## config.mk

```make
export PLATFORM = sky130hd
export DESIGN_NAME = rtcv_values
export DESIGN_NICKNAME = d
export VERILOG_FILES = /design/src/pkg/rtcv_pkg.sv /design/src/rtl/rtcv_values.sv
export VERILOG_INCLUDE_DIRS = /design/src /design/src/pkg
export SDC_FILE = /design/constraint.sdc
export NUM_CORES = 1
export LEC_CHECK = 0
export ABC_AREA = 1
export BUFFER_PORTS_ARGS = -buffer_cell sky130_fd_sc_hd__buf_4
export CORE_MARGIN = 10
export CORE_UTILIZATION = 60
export DETAILED_ROUTE_END_ITERATION = 16
export PLACE_DENSITY = 0.81
export SLEW_MARGIN = 30
export SYNTH_ARGS = -nofsm -noshare
export SYNTH_HDL_FRONTEND = slang
export SYNTH_SLANG_ARGS = --single-unit
```

## constraint.sdc

```tcl
create_clock -name clk_sys_i -period 2.75 [get_ports clk_sys_i]
set_input_delay 0.4125 -clock clk_sys_i [delete_from_list [all_inputs] [get_ports clk_sys_i]]
set_output_delay 0.4125 -clock clk_sys_i [all_outputs]
set_load 0.01 [all_outputs]
```

## src/pkg/rtcv_consts.svh

```systemverilog
// Purpose: Offsets, field positions and timing counts of the clock value block.
// Assumes: Included by its bare name from the package and the design.
// Notes: Byte addresses on the register bus; each register takes one word.
`ifndef RTCV_CONSTS_SVH
`define RTCV_CONSTS_SVH
`define RTCV_OFF_TIME 8'h00
`define RTCV_OFF_DATE 8'h04
`define RTCV_OFF_ATIME 8'h08
`define RTCV_OFF_ADATE 8'h0c
`define RTCV_OFF_CTRL 8'h10
`define RTCV_OFF_ACTRL 8'h14
`define RTCV_OFF_ISTAT 8'h18
`define RTCV_OFF_IMASK 8'h1c
`define RTCV_TIME_MASK 32'h3f7f7f00
`define RTCV_DATE_MASK 32'hff1f3f07
`define RTCV_ADATE_MASK 32'h001f3f07
`define RTCV_SEC_MASK 32'h00007f00
`define RTCV_CTRL_WREN_BIT 3
`define RTCV_CTRL_SYNC_BIT 2
`define RTCV_CTRL_HALF_BIT 1
`define RTCV_ACTRL_MASK 32'h0000000f
`define RTCV_HALF_NS 500000000
`define RTCV_CLK_NS 5
`define RTCV_SYNC_WINDOW 4
`endif

```

## src/pkg/rtcv_pkg.sv

```systemverilog
// Purpose: Types shared by the clock value block.
// Assumes: Constants come from the header.
// Notes: Field structs follow the packed register layouts.
package rtcv_pkg;
   `include "rtcv_consts.svh"
   typedef struct packed {
      logic [1:0] hour_tens;
      logic [3:0] hour_units;
      logic [2:0] minute_tens;
      logic [3:0] minute_units;
      logic [2:0] second_tens;
      logic [3:0] second_units;
   } rtcv_time_t;
   typedef struct packed {
      logic [3:0] year_tens;
      logic [3:0] year_units;
      logic month_tens;
      logic [3:0] month_units;
      logic [1:0] date_tens;
      logic [3:0] date_units;
      logic [2:0] weekday_value;
   } rtcv_date_t;
   typedef enum logic [3:0] {
      RTCV_P_HALF = 4'h0, RTCV_P_SEC = 4'h1, RTCV_P_10SEC = 4'h2, RTCV_P_MIN = 4'h3,
      RTCV_P_10MIN = 4'h4, RTCV_P_HOUR = 4'h5, RTCV_P_DAY = 4'h6, RTCV_P_WEEK = 4'h7,
      RTCV_P_MONTH = 4'h8, RTCV_P_YEAR = 4'h9
   } rtcv_period_t;
endpackage

```

## src/rtl/rtcv_values.sv

```systemverilog
// Purpose: Time, date and alarm value registers of a calendar clock, AXI4-Lite slave.
// Assumes: Single clock; software keeps the write-enable protocol.
// Notes: Value fields are not reset; control and interrupt state are.
`timescale 1ns/10ps
`include "rtcv_consts.svh"
// What this block does
// RL1: Time hours: tens 0-2 in bits 29-28, units in 27-24.
// RL2: Time minutes: tens 0-5 in bits 22-20, units in 19-16.
// RL3: Time seconds: tens 0-5 in bits 14-12, units in 11-8.
// RL4: Unused bits of the four value registers read as zero.
// RL5: Writes to running time and date ignored unless write enable set.
// RL6: Date year: tens digit bits 31-28, units digit bits 27-24.
// RL7: Date month: tens bit 20, units in bits 19-16.
// RL8: Date day: tens 0-3 in bits 13-12, units in bits 11-8.
// RL9: Weekday 0-6 in bits 2-0, bits 7-3 unused.
// RL10: Alarm time uses the running time layout.
// RL11: Alarm date holds month, day and weekday like the running date.
// RL12: Alarm date has no year; bits 31-21 read zero.
// RL13: Value fields have no defined value after reset.
// RL14: Control bit 3 set allows time and date writes; clear locks them.
// RL15: Writing the seconds fields clears the half-second flag.
// RL16: Alarm period code selects repeat interval; codes above 1001 reserved.
// RL17: Software reads twice while the ripple flag is set.
// RL18: Each second advance time and date with BCD rollovers and leap years.
// RL19: Alarm event when fields selected by the period code match.
module rtcv_values
   import rtcv_pkg::*;
#(
   parameter int unsigned HALF_CYCLES = `RTCV_HALF_NS / `RTCV_CLK_NS
)(
   // Clock, reset and enable.
   input wire logic clk_sys_i,
   input wire logic reset_i,
   input wire logic clk_en_i,
   // AXI4-Lite write address and data.
   input wire logic [7:0] s_axi_awaddr,
   input wire logic s_axi_awvalid,
   output logic s_axi_awready,
   input wire logic [31:0] s_axi_wdata,
   input wire logic [3:0] s_axi_wstrb,
   input wire logic s_axi_wvalid,
   output logic s_axi_wready,
   // AXI4-Lite write response.
   output logic [1:0] s_axi_bresp,
   output logic s_axi_bvalid,
   input wire logic s_axi_bready,
   // AXI4-Lite read.
   input wire logic [7:0] s_axi_araddr,
   input wire logic s_axi_arvalid,
   output logic s_axi_arready,
   output logic [31:0] s_axi_rdata,
   output logic [1:0] s_axi_rresp,
   output logic s_axi_rvalid,
   input wire logic s_axi_rready,
   // Interrupt.
   output logic irq_o
);
   // Refuse a half-second count too short for the ripple window.
   if (HALF_CYCLES < 8) begin : half_check_g
      $error("HALF_CYCLES too small");
   end

   // Value storage, deliberately left without reset.
   rtcv_time_t cur_time; // RL13
   rtcv_date_t cur_date;
   rtcv_time_t alm_time;
   rtcv_date_t alm_date;
   // Control state.
   logic value_write_enable;
   logic half_second_flag;
   logic [3:0] alarm_period_code;
   logic [1:0] irq_stat;
   logic [1:0] irq_mask;
   logic [31:0] half_cnt;
   // Bus state.
   logic aw_held, w_held;
   logic [7:0] aw_addr;
   logic [31:0] w_data;
   logic [3:0] w_strb;

   // Write channel: capture address and data in either order.
   assign s_axi_awready = !aw_held && !s_axi_bvalid;
   assign s_axi_wready = !w_held && !s_axi_bvalid;
   wire aw_now = aw_held || s_axi_awvalid;
   wire w_now = w_held || s_axi_wvalid;
   wire do_wr = aw_now && w_now && !s_axi_bvalid;
   wire [7:0] wr_addr = aw_held ? aw_addr : s_axi_awaddr;
   wire [31:0] wr_data = w_held ? w_data : s_axi_wdata;
   wire [3:0] wr_strb = w_held ? w_strb : s_axi_wstrb;
   wire [31:0] bmask = {{8{wr_strb[3]}}, {8{wr_strb[2]}}, {8{wr_strb[1]}}, {8{wr_strb[0]}}};
   wire wr_known = wr_addr[7:5] == 3'h0 && wr_addr[1:0] == 2'h0;

   // Per-register write strobes.
   wire wr_time = do_wr && wr_addr == `RTCV_OFF_TIME && value_write_enable; // RL5 RL14
   wire wr_date = do_wr && wr_addr == `RTCV_OFF_DATE && value_write_enable; // RL5 RL14
   wire wr_atime = do_wr && wr_addr == `RTCV_OFF_ATIME;
   wire wr_adate = do_wr && wr_addr == `RTCV_OFF_ADATE;
   wire wr_ctrl = do_wr && wr_addr == `RTCV_OFF_CTRL && wr_strb[0];
   wire wr_actrl = do_wr && wr_addr == `RTCV_OFF_ACTRL && wr_strb[0];
   wire wr_istat = do_wr && wr_addr == `RTCV_OFF_ISTAT && wr_strb[0];
   wire wr_imask = do_wr && wr_addr == `RTCV_OFF_IMASK && wr_strb[0];
   wire wr_sec = wr_time && (bmask & `RTCV_SEC_MASK) != 32'h0; // RL15

   // Merge function honours byte strobes and field masks.
   function automatic logic [31:0] merge(input logic [31:0] old, input logic [31:0] nw,
                                         input logic [31:0] bm, input logic [31:0] fm);
      merge = ((old & ~bm) | (nw & bm)) & fm;
   endfunction

   // Register images with unused bits forced to zero.
   wire [31:0] time_img = {2'h0, cur_time[19:14], 1'h0, cur_time[13:7], 1'h0,
                           cur_time[6:0], 8'h00} & `RTCV_TIME_MASK; // RL1 RL2 RL3 RL4
   wire [31:0] date_img = {cur_date[21:14], 3'h0, cur_date[13:9], 2'h0, cur_date[8:3],
                           5'h00, cur_date[2:0]}; // RL6 RL7 RL8 RL9 RL4
   wire [31:0] atime_img = {2'h0, alm_time[19:14], 1'h0, alm_time[13:7], 1'h0,
                            alm_time[6:0], 8'h00} & `RTCV_TIME_MASK; // RL10
   wire [31:0] adate_img = {11'h000, alm_date[13:9], 2'h0, alm_date[8:3], 5'h00,
                            alm_date[2:0]}; // RL11 RL12
   wire [31:0] time_new = merge(time_img, wr_data, bmask, `RTCV_TIME_MASK);
   wire [31:0] date_new = merge(date_img, wr_data, bmask, `RTCV_DATE_MASK);
   wire [31:0] atime_new = merge(atime_img, wr_data, bmask, `RTCV_TIME_MASK);
   wire [31:0] adate_new = merge(adate_img, wr_data, bmask, `RTCV_ADATE_MASK);

   // Half-second timebase and ripple window.
   wire half_tick = half_cnt == HALF_CYCLES - 1;
   wire sec_tick = half_tick && half_second_flag;
   wire read_ripple_flag = half_second_flag && (half_cnt >= HALF_CYCLES - `RTCV_SYNC_WINDOW); // RL17

   wire month_end_31 = cur_date.month_units == 4'h1 || cur_date.month_units == 4'h3 ||
                       cur_date.month_units == 4'h5 || cur_date.month_units == 4'h7 ||
                       cur_date.month_units == 4'h8 || cur_date.month_tens;
   wire leap = cur_date.year_tens[0] ? (cur_date.year_units == 4'h2 || cur_date.year_units == 4'h6)
             : (cur_date.year_units == 4'h0 || cur_date.year_units == 4'h4 ||
                cur_date.year_units == 4'h8);
   wire is_feb = !cur_date.month_tens && cur_date.month_units == 4'h2;
   wire is_dec = cur_date.month_tens && cur_date.month_units == 4'h2;
   wire [7:0] day_bin = {6'h0, cur_date.date_tens} * 8'd10 + {4'h0, cur_date.date_units};
   wire [7:0] day_last = is_feb ? (leap ? 8'd29 : 8'd28)
                       : (cur_date.month_tens && cur_date.month_units == 4'h1) ? 8'd30
                       : (!cur_date.month_tens && (cur_date.month_units == 4'h4 ||
                          cur_date.month_units == 4'h6 || cur_date.month_units == 4'h9)) ? 8'd30
                       : month_end_31 ? 8'd31 : 8'd30;
   wire s_wrap = cur_time.second_tens == 3'h5 && cur_time.second_units == 4'h9;
   wire m_wrap = cur_time.minute_tens == 3'h5 && cur_time.minute_units == 4'h9;
   wire h_wrap = cur_time.hour_tens == 2'h2 && cur_time.hour_units == 4'h3;
   wire d_wrap = day_bin >= day_last;
   wire y_wrap = cur_date.year_tens == 4'h9 && cur_date.year_units == 4'h9;

   // Next running time and date one second on.
   rtcv_time_t next_time;
   rtcv_date_t next_date;
   always_comb begin
      next_time = cur_time;
      next_date = cur_date;
      // Seconds, minutes and hours with BCD rollover.
      if (s_wrap) begin // RL18
         next_time.second_tens = 3'h0;
         next_time.second_units = 4'h0;
         if (m_wrap) begin
            next_time.minute_tens = 3'h0;
            next_time.minute_units = 4'h0;
            if (h_wrap) begin
               next_time.hour_tens = 2'h0;
               next_time.hour_units = 4'h0;
               next_date.weekday_value = cur_date.weekday_value >= 3'h6 ? 3'h0
                                         : cur_date.weekday_value + 3'h1;
               if (d_wrap) begin
                  next_date.date_tens = 2'h0;
                  next_date.date_units = 4'h1;
                  if (is_dec) begin
                     next_date.month_tens = 1'b0;
                     next_date.month_units = 4'h1;
                     next_date.year_tens = y_wrap ? 4'h0 : (cur_date.year_units == 4'h9 ?
                                           cur_date.year_tens + 4'h1 : cur_date.year_tens);
                     next_date.year_units = cur_date.year_units == 4'h9 ? 4'h0
                                            : cur_date.year_units + 4'h1;
                  end else if (cur_date.month_units == 4'h9) begin
                     next_date.month_tens = 1'b1;
                     next_date.month_units = 4'h0;
                  end else begin
                     next_date.month_units = cur_date.month_units + 4'h1;
                  end
               end else if (cur_date.date_units == 4'h9) begin
                  next_date.date_tens = cur_date.date_tens + 2'h1;
                  next_date.date_units = 4'h0;
               end else begin
                  next_date.date_units = cur_date.date_units + 4'h1;
               end
            end else if (cur_time.hour_units == 4'h9) begin
               next_time.hour_tens = cur_time.hour_tens + 2'h1;
               next_time.hour_units = 4'h0;
            end else begin
               next_time.hour_units = cur_time.hour_units + 4'h1;
            end
         end else if (cur_time.minute_units == 4'h9) begin
            next_time.minute_tens = cur_time.minute_tens + 3'h1;
            next_time.minute_units = 4'h0;
         end else begin
            next_time.minute_units = cur_time.minute_units + 4'h1;
         end
      end else if (cur_time.second_units == 4'h9) begin
         next_time.second_tens = cur_time.second_tens + 3'h1;
         next_time.second_units = 4'h0;
      end else begin
         next_time.second_units = cur_time.second_units + 4'h1;
      end
   end

   // Alarm comparison by period code.
   wire eq_s1 = cur_time.second_units == alm_time.second_units;
   wire eq_s10 = eq_s1 && cur_time.second_tens == alm_time.second_tens;
   wire eq_m1 = eq_s10 && cur_time.minute_units == alm_time.minute_units;
   wire eq_m10 = eq_m1 && cur_time.minute_tens == alm_time.minute_tens;
   wire eq_h = eq_m10 && cur_time[19:14] == alm_time[19:14];
   wire eq_w = eq_h && cur_date.weekday_value == alm_date.weekday_value;
   wire eq_d = eq_h && cur_date[8:3] == alm_date[8:3];
   wire eq_y = eq_d && cur_date[13:9] == alm_date[13:9];
   logic alarm_match;
   always_comb begin
      case (alarm_period_code) // RL16 RL19
         RTCV_P_HALF: alarm_match = half_tick;
         RTCV_P_SEC: alarm_match = 1'b1;
         RTCV_P_10SEC: alarm_match = eq_s1;
         RTCV_P_MIN: alarm_match = eq_s10;
         RTCV_P_10MIN: alarm_match = eq_m1;
         RTCV_P_HOUR: alarm_match = eq_m10;
         RTCV_P_DAY: alarm_match = eq_h;
         RTCV_P_WEEK: alarm_match = eq_w;
         RTCV_P_MONTH: alarm_match = eq_d;
         RTCV_P_YEAR: alarm_match = eq_y;
         default: alarm_match = 1'b0;
      endcase
   end
   wire alarm_evt = (alarm_period_code == RTCV_P_HALF) ? half_tick
                    : (sec_tick && alarm_match); // RL19
   wire [1:0] evt = {sec_tick, alarm_evt};
   wire [1:0] next_stat = (irq_stat & ~(wr_istat ? wr_data[1:0] : 2'h0)) | evt;

   // Value registers: software write wins over the running advance.
   always_ff @(posedge clk_sys_i) begin
      if (clk_en_i) begin
         if (wr_time) begin // RL5
            cur_time <= rtcv_time_t'({time_new[29:24], time_new[22:16], time_new[14:8]});
         end else if (sec_tick) begin // RL18
            cur_time <= next_time;
         end
         if (wr_date) begin // RL5
            cur_date <= rtcv_date_t'({date_new[31:24], date_new[20:16], date_new[13:8],
                                      date_new[2:0]});
         end else if (sec_tick && s_wrap && m_wrap && h_wrap) begin
            cur_date <= next_date;
         end
         if (wr_atime) begin
            alm_time <= rtcv_time_t'({atime_new[29:24], atime_new[22:16], atime_new[14:8]});
         end
         if (wr_adate) begin
            alm_date <= rtcv_date_t'({8'h00, adate_new[20:16], adate_new[13:8],
                                      adate_new[2:0]});
         end
      end
   end

   // Control, timebase and interrupt state.
   always_ff @(posedge clk_sys_i) begin
      if (reset_i) begin
         value_write_enable <= 1'b0;
         half_second_flag <= 1'b0;
         alarm_period_code <= 4'h0;
         half_cnt <= 32'h0;
         irq_stat <= 2'h0;
         irq_mask <= 2'h0;
      end else if (clk_en_i) begin
         if (wr_ctrl) begin
            value_write_enable <= wr_data[`RTCV_CTRL_WREN_BIT]; // RL14
         end
         if (wr_sec) begin // RL15
            half_second_flag <= 1'b0;
            half_cnt <= 32'h0;
         end else if (half_tick) begin
            half_second_flag <= !half_second_flag;
            half_cnt <= 32'h0;
         end else begin
            half_cnt <= half_cnt + 32'h1;
         end
         if (wr_actrl) begin
            alarm_period_code <= wr_data[3:0];
         end
         irq_stat <= next_stat;
         if (wr_imask) begin
            irq_mask <= wr_data[1:0];
         end
      end
   end

   // Write channel holding registers and response.
   always_ff @(posedge clk_sys_i) begin
      if (reset_i) begin
         aw_held <= 1'b0;
         w_held <= 1'b0;
         aw_addr <= 8'h00;
         w_data <= 32'h0;
         w_strb <= 4'h0;
         s_axi_bvalid <= 1'b0;
         s_axi_bresp <= 2'h0;
      end else if (clk_en_i) begin
         if (do_wr) begin
            aw_held <= 1'b0;
            w_held <= 1'b0;
            s_axi_bvalid <= 1'b1;
            s_axi_bresp <= wr_known ? 2'h0 : 2'h2;
         end else begin
            if (s_axi_awvalid && s_axi_awready) begin
               aw_held <= 1'b1;
               aw_addr <= s_axi_awaddr;
            end
            if (s_axi_wvalid && s_axi_wready) begin
               w_held <= 1'b1;
               w_data <= s_axi_wdata;
               w_strb <= s_axi_wstrb;
            end
            if (s_axi_bready) begin
               s_axi_bvalid <= 1'b0;
            end
         end
      end
   end

   // Read decode.
   assign s_axi_arready = !s_axi_rvalid;
   wire [31:0] ctrl_img = {28'h0, value_write_enable, read_ripple_flag, half_second_flag, 1'b0};
   wire [7:0] ra = s_axi_araddr;
   wire [31:0] rd_mux = ra == `RTCV_OFF_TIME ? time_img
                      : ra == `RTCV_OFF_DATE ? date_img
                      : ra == `RTCV_OFF_ATIME ? atime_img
                      : ra == `RTCV_OFF_ADATE ? adate_img
                      : ra == `RTCV_OFF_CTRL ? ctrl_img
                      : ra == `RTCV_OFF_ACTRL ? {28'h0, alarm_period_code}
                      : ra == `RTCV_OFF_ISTAT ? {30'h0, irq_stat}
                      : ra == `RTCV_OFF_IMASK ? {30'h0, irq_mask} : 32'h0;
   wire rd_known = ra[7:5] == 3'h0 && ra[1:0] == 2'h0;

   // Read data register.
   always_ff @(posedge clk_sys_i) begin
      if (reset_i) begin
         s_axi_rvalid <= 1'b0;
         s_axi_rdata <= 32'h0;
         s_axi_rresp <= 2'h0;
      end else if (clk_en_i) begin
         if (s_axi_arvalid && s_axi_arready) begin
            s_axi_rvalid <= 1'b1;
            s_axi_rdata <= rd_mux;
            s_axi_rresp <= rd_known ? 2'h0 : 2'h2;
         end else if (s_axi_rready) begin
            s_axi_rvalid <= 1'b0;
         end
      end
   end

   assign irq_o = |(irq_stat & irq_mask);

   // Checks.
   locked_time_a: assert property (@(posedge clk_sys_i) disable iff (reset_i) // RL5
      clk_en_i && !value_write_enable && !sec_tick |=> time_img === $past(time_img))
      else $error("time changed while locked");
   time_zero_a: assert property (@(posedge clk_sys_i) disable iff (reset_i) // RL4
      clk_en_i && s_axi_arvalid && s_axi_arready && s_axi_araddr == `RTCV_OFF_TIME |=>
      (s_axi_rdata & ~`RTCV_TIME_MASK) == 32'h0) else $error("time unused bits set");
   adate_zero_a: assert property (@(posedge clk_sys_i) disable iff (reset_i) // RL12
      clk_en_i && s_axi_arvalid && s_axi_arready && s_axi_araddr == `RTCV_OFF_ADATE |=>
      s_axi_rdata[31:21] == 11'h0) else $error("alarm date high bits set");
   half_clear_a: assert property (@(posedge clk_sys_i) disable iff (reset_i) // RL15
      clk_en_i && wr_sec |=> !half_second_flag) else $error("half flag not cleared");
   wday_wrap_a: assert property (@(posedge clk_sys_i) disable iff (reset_i) // RL18
      clk_en_i && sec_tick && s_wrap && m_wrap && h_wrap && !wr_date &&
      cur_date.weekday_value == 3'h6 |=> cur_date.weekday_value == 3'h0)
      else $error("weekday wrap wrong");
   sec_wrap_a: assert property (@(posedge clk_sys_i) disable iff (reset_i) // RL3
      clk_en_i && sec_tick && s_wrap && !wr_time |=> time_img[14:8] == 7'h00)
      else $error("seconds wrap wrong");
   reserved_code_a: assert property (@(posedge clk_sys_i) disable iff (reset_i) // RL16
      alarm_period_code > 4'h9 |-> !alarm_evt) else $error("reserved code fired");
   wren_ctrl_a: assert property (@(posedge clk_sys_i) disable iff (reset_i) // RL14
      clk_en_i && wr_ctrl |=> value_write_enable == $past(wr_data[3]))
      else $error("write enable not stored");
   irq_level_a: assert property (@(posedge clk_sys_i) disable iff (reset_i)
      clk_en_i && alarm_evt && irq_mask[0] && !wr_imask |=> irq_o)
      else $error("irq not raised by alarm");
endmodule

```

* Word level (Yosys, flattened, before mapping)
Index checks and enable logic that the tools add are counted.
** Word-level totals
- Output and inout port bits :: 42
- Register bits :: 202
- Input port bits :: 60
- Logic and storage cells :: 310
** Operators by class
- Reductions and logical operators :: 118
- Add/subtract/negate cells :: 14
- Eq/ne operators :: 55
- Order comparisons :: 3
- Multiplexer cells :: 64
- Bitwise gates (word level) :: 15
- Multiply operators :: 1
** Operators with widths (number)
- $mux 32 :: 5
- $mux 22 :: 5
- $and 32x32->32 :: 2
- $eq 8x5->1 const B :: 8
- $and 30x30->30 :: 2
- $or 30x30->30 :: 2
- $logic_and 1x1->1 :: 45
- $eq 4x4->1 const B :: 11
- $mux 4 :: 11
- $eq 4x3->1 const B :: 10
- $mux 20 :: 2
- $add 32x1->32 const B :: 1
- $eq 32x27->1 const B :: 1
- $eq 8x4->1 const B :: 4
- $ge 32x27->1 const B :: 1
- $not 32->32 :: 1
- $or 32x32->32 :: 1
- $mux 30 :: 1
- $add 4x1->4 const B :: 7
- $reduce_bool 2->1 :: 14
- $mux 13 :: 2
- $reduce_and 2->1 :: 13
- $eq 4x2->1 const B :: 6
- $and 21x21->21 :: 1
- 42 further kinds :: 114

* Logic depth before layout (Yosys ltp)
- Word-level depth :: 17
- Depth in mapped cells :: 16
- Mapped depth without buffers :: 16

* Least setup slack after synthesis
OpenSTA, ideal clock, no wires.
- Path kind :: register to register
- Start :: register (tool-made name)
- End :: register (tool-made name)
- Arrival time :: 2057 ps
- Stages on the path, launching flop included :: 16
- Setup slack :: 364 ps
- Setup time :: 329 ps
- Required time :: 2421 ps
- Period minus slack after synthesis :: 2386 ps
- Path buffers :: 1
- Cell sequence :: edfxtp_1 clkbuf_1 nor2_1 nand2_1 nor2_1 o311ai_0 inv_1 ha_1 inv_1 nand2_1 a21oi_1 nor2_1 nand2_1 nand3_1 nand2_1 nor2_1

==> flow_metrics.py <==
metrics = {
    "status": {
        "status": "completed",
    },
    "cts": {
        "clkTransAtPathRegs_ps": 70,
        "cts_made_buffers": 17,
        "cts-root-buf": "clkbuf_16",
        "hold_buffers": 0,
        "clkLatencyLatePin_ps": 440,
        "cts_tree": "yes",
        "clock-sinks": 188,
        "clockBufferDepth": 2,
        "h-tree-depth": 4,
    },
    "critical_path": {
        "max_stage_delay_ps": 380,
        "worst-path-buf-inv": 2,
        "crit_type": "register to register",
        "cp_slowest_cell": "dfxtp_1",
        "worst_ep_arrival_time_ps": 2680,
        "worstPathMaxFanout": 28,
        "cp_top_family": "simple AND/OR/NAND/NOR gates",
        "worstPathCellList": "buf_4 > or2_0 > o21ai_2 > nand2_2 > nor3_4 > nand2_2 > buf_4 > nand2_2 > o21ai_0 > nor3_1",
        "cp.required_ps": 2850,
        "cp-end-kind": "register",
        "crit_top_cell": "nand2_2",
        "start_kind": "register",
    },
    "placed_design": {
        "placed_area_um2": 11200,
        "place_congestion": 0.978,
        "post-place-ws_ps": 156,
        "dp_hpwl_um": 21500,
        "io_buffers": 87,
    },
    "floorplanning": {
        "num_rows": 47,
        "die_w_um": 150,
        "core_um2": 16600,
        "die_h_um": 150,
        "die_area_um2": 22600,
        "io_pins": 102,
        "start_util_pct": 61.3,
    },
    "synth": {
        "synth.avg_cell_area_um2": 7.51,
        "seq_area_frac_synth_pct": 44.4,
        "synth_edf_count": 76,
        "synth_area_um2": 10200,
        "ys_ff_latch": 188,
        "yosysTopAreaCell": "edfxtp_1",
        "synthAdderAreaFrac_pct": 2.16,
        "synth_flop_cell": "dfxtp_1",
        "netlist_top_cells_count": "nand2_1, inv_1, nor2_1, o21ai_0, dfxtp_1",
        "synth-xor-area-share_pct": 3.52,
        "synth_cells": 1357,
        "synth-simple-area-share_pct": 23.9,
        "synth.area.top_cells": "edfxtp_1, dfxtp_1, nand2_1, o21ai_0, inv_1",
        "ys_warn_count": 0,
        "ys_async_sr_fraction_pct": 0,
        "synth_top_area_share_pct": 22.4,
        "synth_mux_area_share_pct": 0.196,
        "synth_most_common_cell": "nand2_1",
        "synth_top_family_by_area": "simple AND/OR/NAND/NOR gates",
        "yosysUniqueCellTypes": 55,
        "synth_compound_area_share_pct": 16.5,
    },
    "sta": {
        "hold_ws_ps": 231,
        "setup_viol": 0,
        "timing.fmax_mhz": 388,
        "drv_slew": 0,
        "post-route-min-period_ps": 2580,
        "finalSetupTns_ps": 0,
        "finalCritPeriodShare_pct": 93.8,
        "fin_ws_ps": 170,
        "final_hold_viol_count": 0,
        "clock_skew_ps": 8.67,
        "worstMarginPinSlew_ps": 807,
        "slew_headroom_pct": 45.9,
    },
    "power": {
        "power_frac_comb_pct": 7.9,
        "power_switching_uw": 1400,
        "leakage_uw": 0.00481,
        "vdd_drop_max_v": 0.000490,
        "switching_share_pct": 24.1,
        "seqPwrFrac_pct": 50.8,
        "p_clk_share_pct": 41.3,
        "power_per_cell_area_nw_per_um2": 492,
        "internal_power_uw": 4420,
    },
    "worst_hold_path": {
        "hp-class": "primary input to register",
    },
    "route": {
        "wire_per_inst_um": 16.8,
        "drt_iter0_markers": 1103,
        "final_antenna_net_count": 0,
        "num_vias": 9535,
        "drt-total-wl_um": 28400,
        "drcViolationCount": 0,
        "drtPass1Iterations": 5,
        "routed_via_density": 5.63,
    },
    "global_routing": {
        "grt_pass1_vias": 8807,
        "grt_pass1_wl_um": 45100,
        "antenna_found_initial": 0,
        "track_usage_pct": 25.1,
        "grt_max_degree": 61,
        "overflow": 0,
    },
    "layout": {
        "fin_nets": 1539,
        "drive_above_1_share_pct": 13.4,
        "antenna-diode-count": 0,
        "area_growth_pct": 16.1,
        "fin_area_um2": 11800,
        "final_util_pct": 71.1,
    },
    "flow_run": {
        "maxCapViolCount": 0,
    },
}
what timing repair did:
action                                  CTS  global route
endpoints found under the hold margin     0             0
endpoints found under the setup margin    0            20
resized for setup                         0            11
setup buffers                             0             6
worst register-to-register path: stages, from the launching register on:
cell and delay (ps):
dfxtp_1 380, buf_4 180, or2_0 210, o21ai_2 100
nand2_2 120, nor3_4 200, nand2_2 120, buf_4 250
nand2_2 190, o21ai_0 140, nor3_1 360
power by group through the flow:
stage / Sequential, uW / Clock (uW) / Combinational, uW
2_1_floorplan: 3020 / 0 / 275
3_3_place_gp: 3020 / 0 / 442
3_5_place_dp: 3020 / 0 / 450
4_1_cts: 2960 / 2430 / 456
5_1_grt: 2960 / 2530 / 511
6_report: 2960 / 2400 / 462
cell usage in the layout, fill, tap and decap left out, types with 3 or more instances in the layout:
master / instances
xnor2_1: 18
nand4_1: 10
inv_1: 171
o21ai_2: 4
clkbuf_16: 18
a31oi_1: 9
edfxtp_1: 76
o22ai_1: 25
a221oi_1: 6
clkinv_1: 7
o21ai_0: 147
a21oi_1: 87
nor4_1: 10
xor2_1: 23
inv_2: 5
a211oi_1: 3
conb_1: 8
nor2_2: 3
nand2_1: 270
nor3_2: 4
or2_1: 3
buf_4: 132
nand3b_1: 5
dfxtp_1: 112
o21ai_1: 4
nor3b_1: 7
clkinv_4: 3
nand2_2: 5
nor2_1: 153
nor3_1: 33
nand3_1: 51
clkinv_2: 6
ha_1: 16
o211ai_1: 5
kinds of logic after synthesis:
kind of cell | count (synthesis)
flip-flops | 188
other | 1
XOR/XNOR | 41
AND/OR/NAND/NOR | 566
multiplexers | 2
buffers and inverters | 237
adder cells (fa/ha/maj) | 17
AO/OA/AOI/OAI | 305
layer usage:
layer,global-route usage (%),share of wire (%)
met5,0,0
met4,8.55,2.1
met1,33.3,41
met3,5.61,10
met2,39.8,46
final cells by class:
class,instances,area [um2]
Tap cell,220,275
Sequential cell,188,4520
Inverter,184,692
Multi-Input combinational cell,939,4780
Clock buffer,19,464
Timing Repair Buffer,132,991
Clock inverter,13,113
Fill cell,1388,4810
path summary, 6_finish.rpt:
kind                                               from                      end  slack (ps)  depth (start not counted)
worst max register to register     aw_held$_SDFFE_PP0P_                 register         170                         10
worst max-delay path               aw_held$_SDFFE_PP0P_                 register         170                         10
worst min register to register  w_data[17]$_SDFFE_PP0P_  w_data[17]$_SDFFE_PP0P_         450                          2
worst min-delay path                    s_axi_awaddr[6]  aw_addr[6]$_SDFFE_PP0P_         230                          3
per-stage QoR:
step                      power [uW]  std cells
after global routing            6000       1695
after CTS                       5840       1689
after global placement          3460       1657
final                           5820       1695
after floorplan                 3290       1364
after detailed placement        3470       1657
Note: power is estimated with default switching activity, not from simulation.
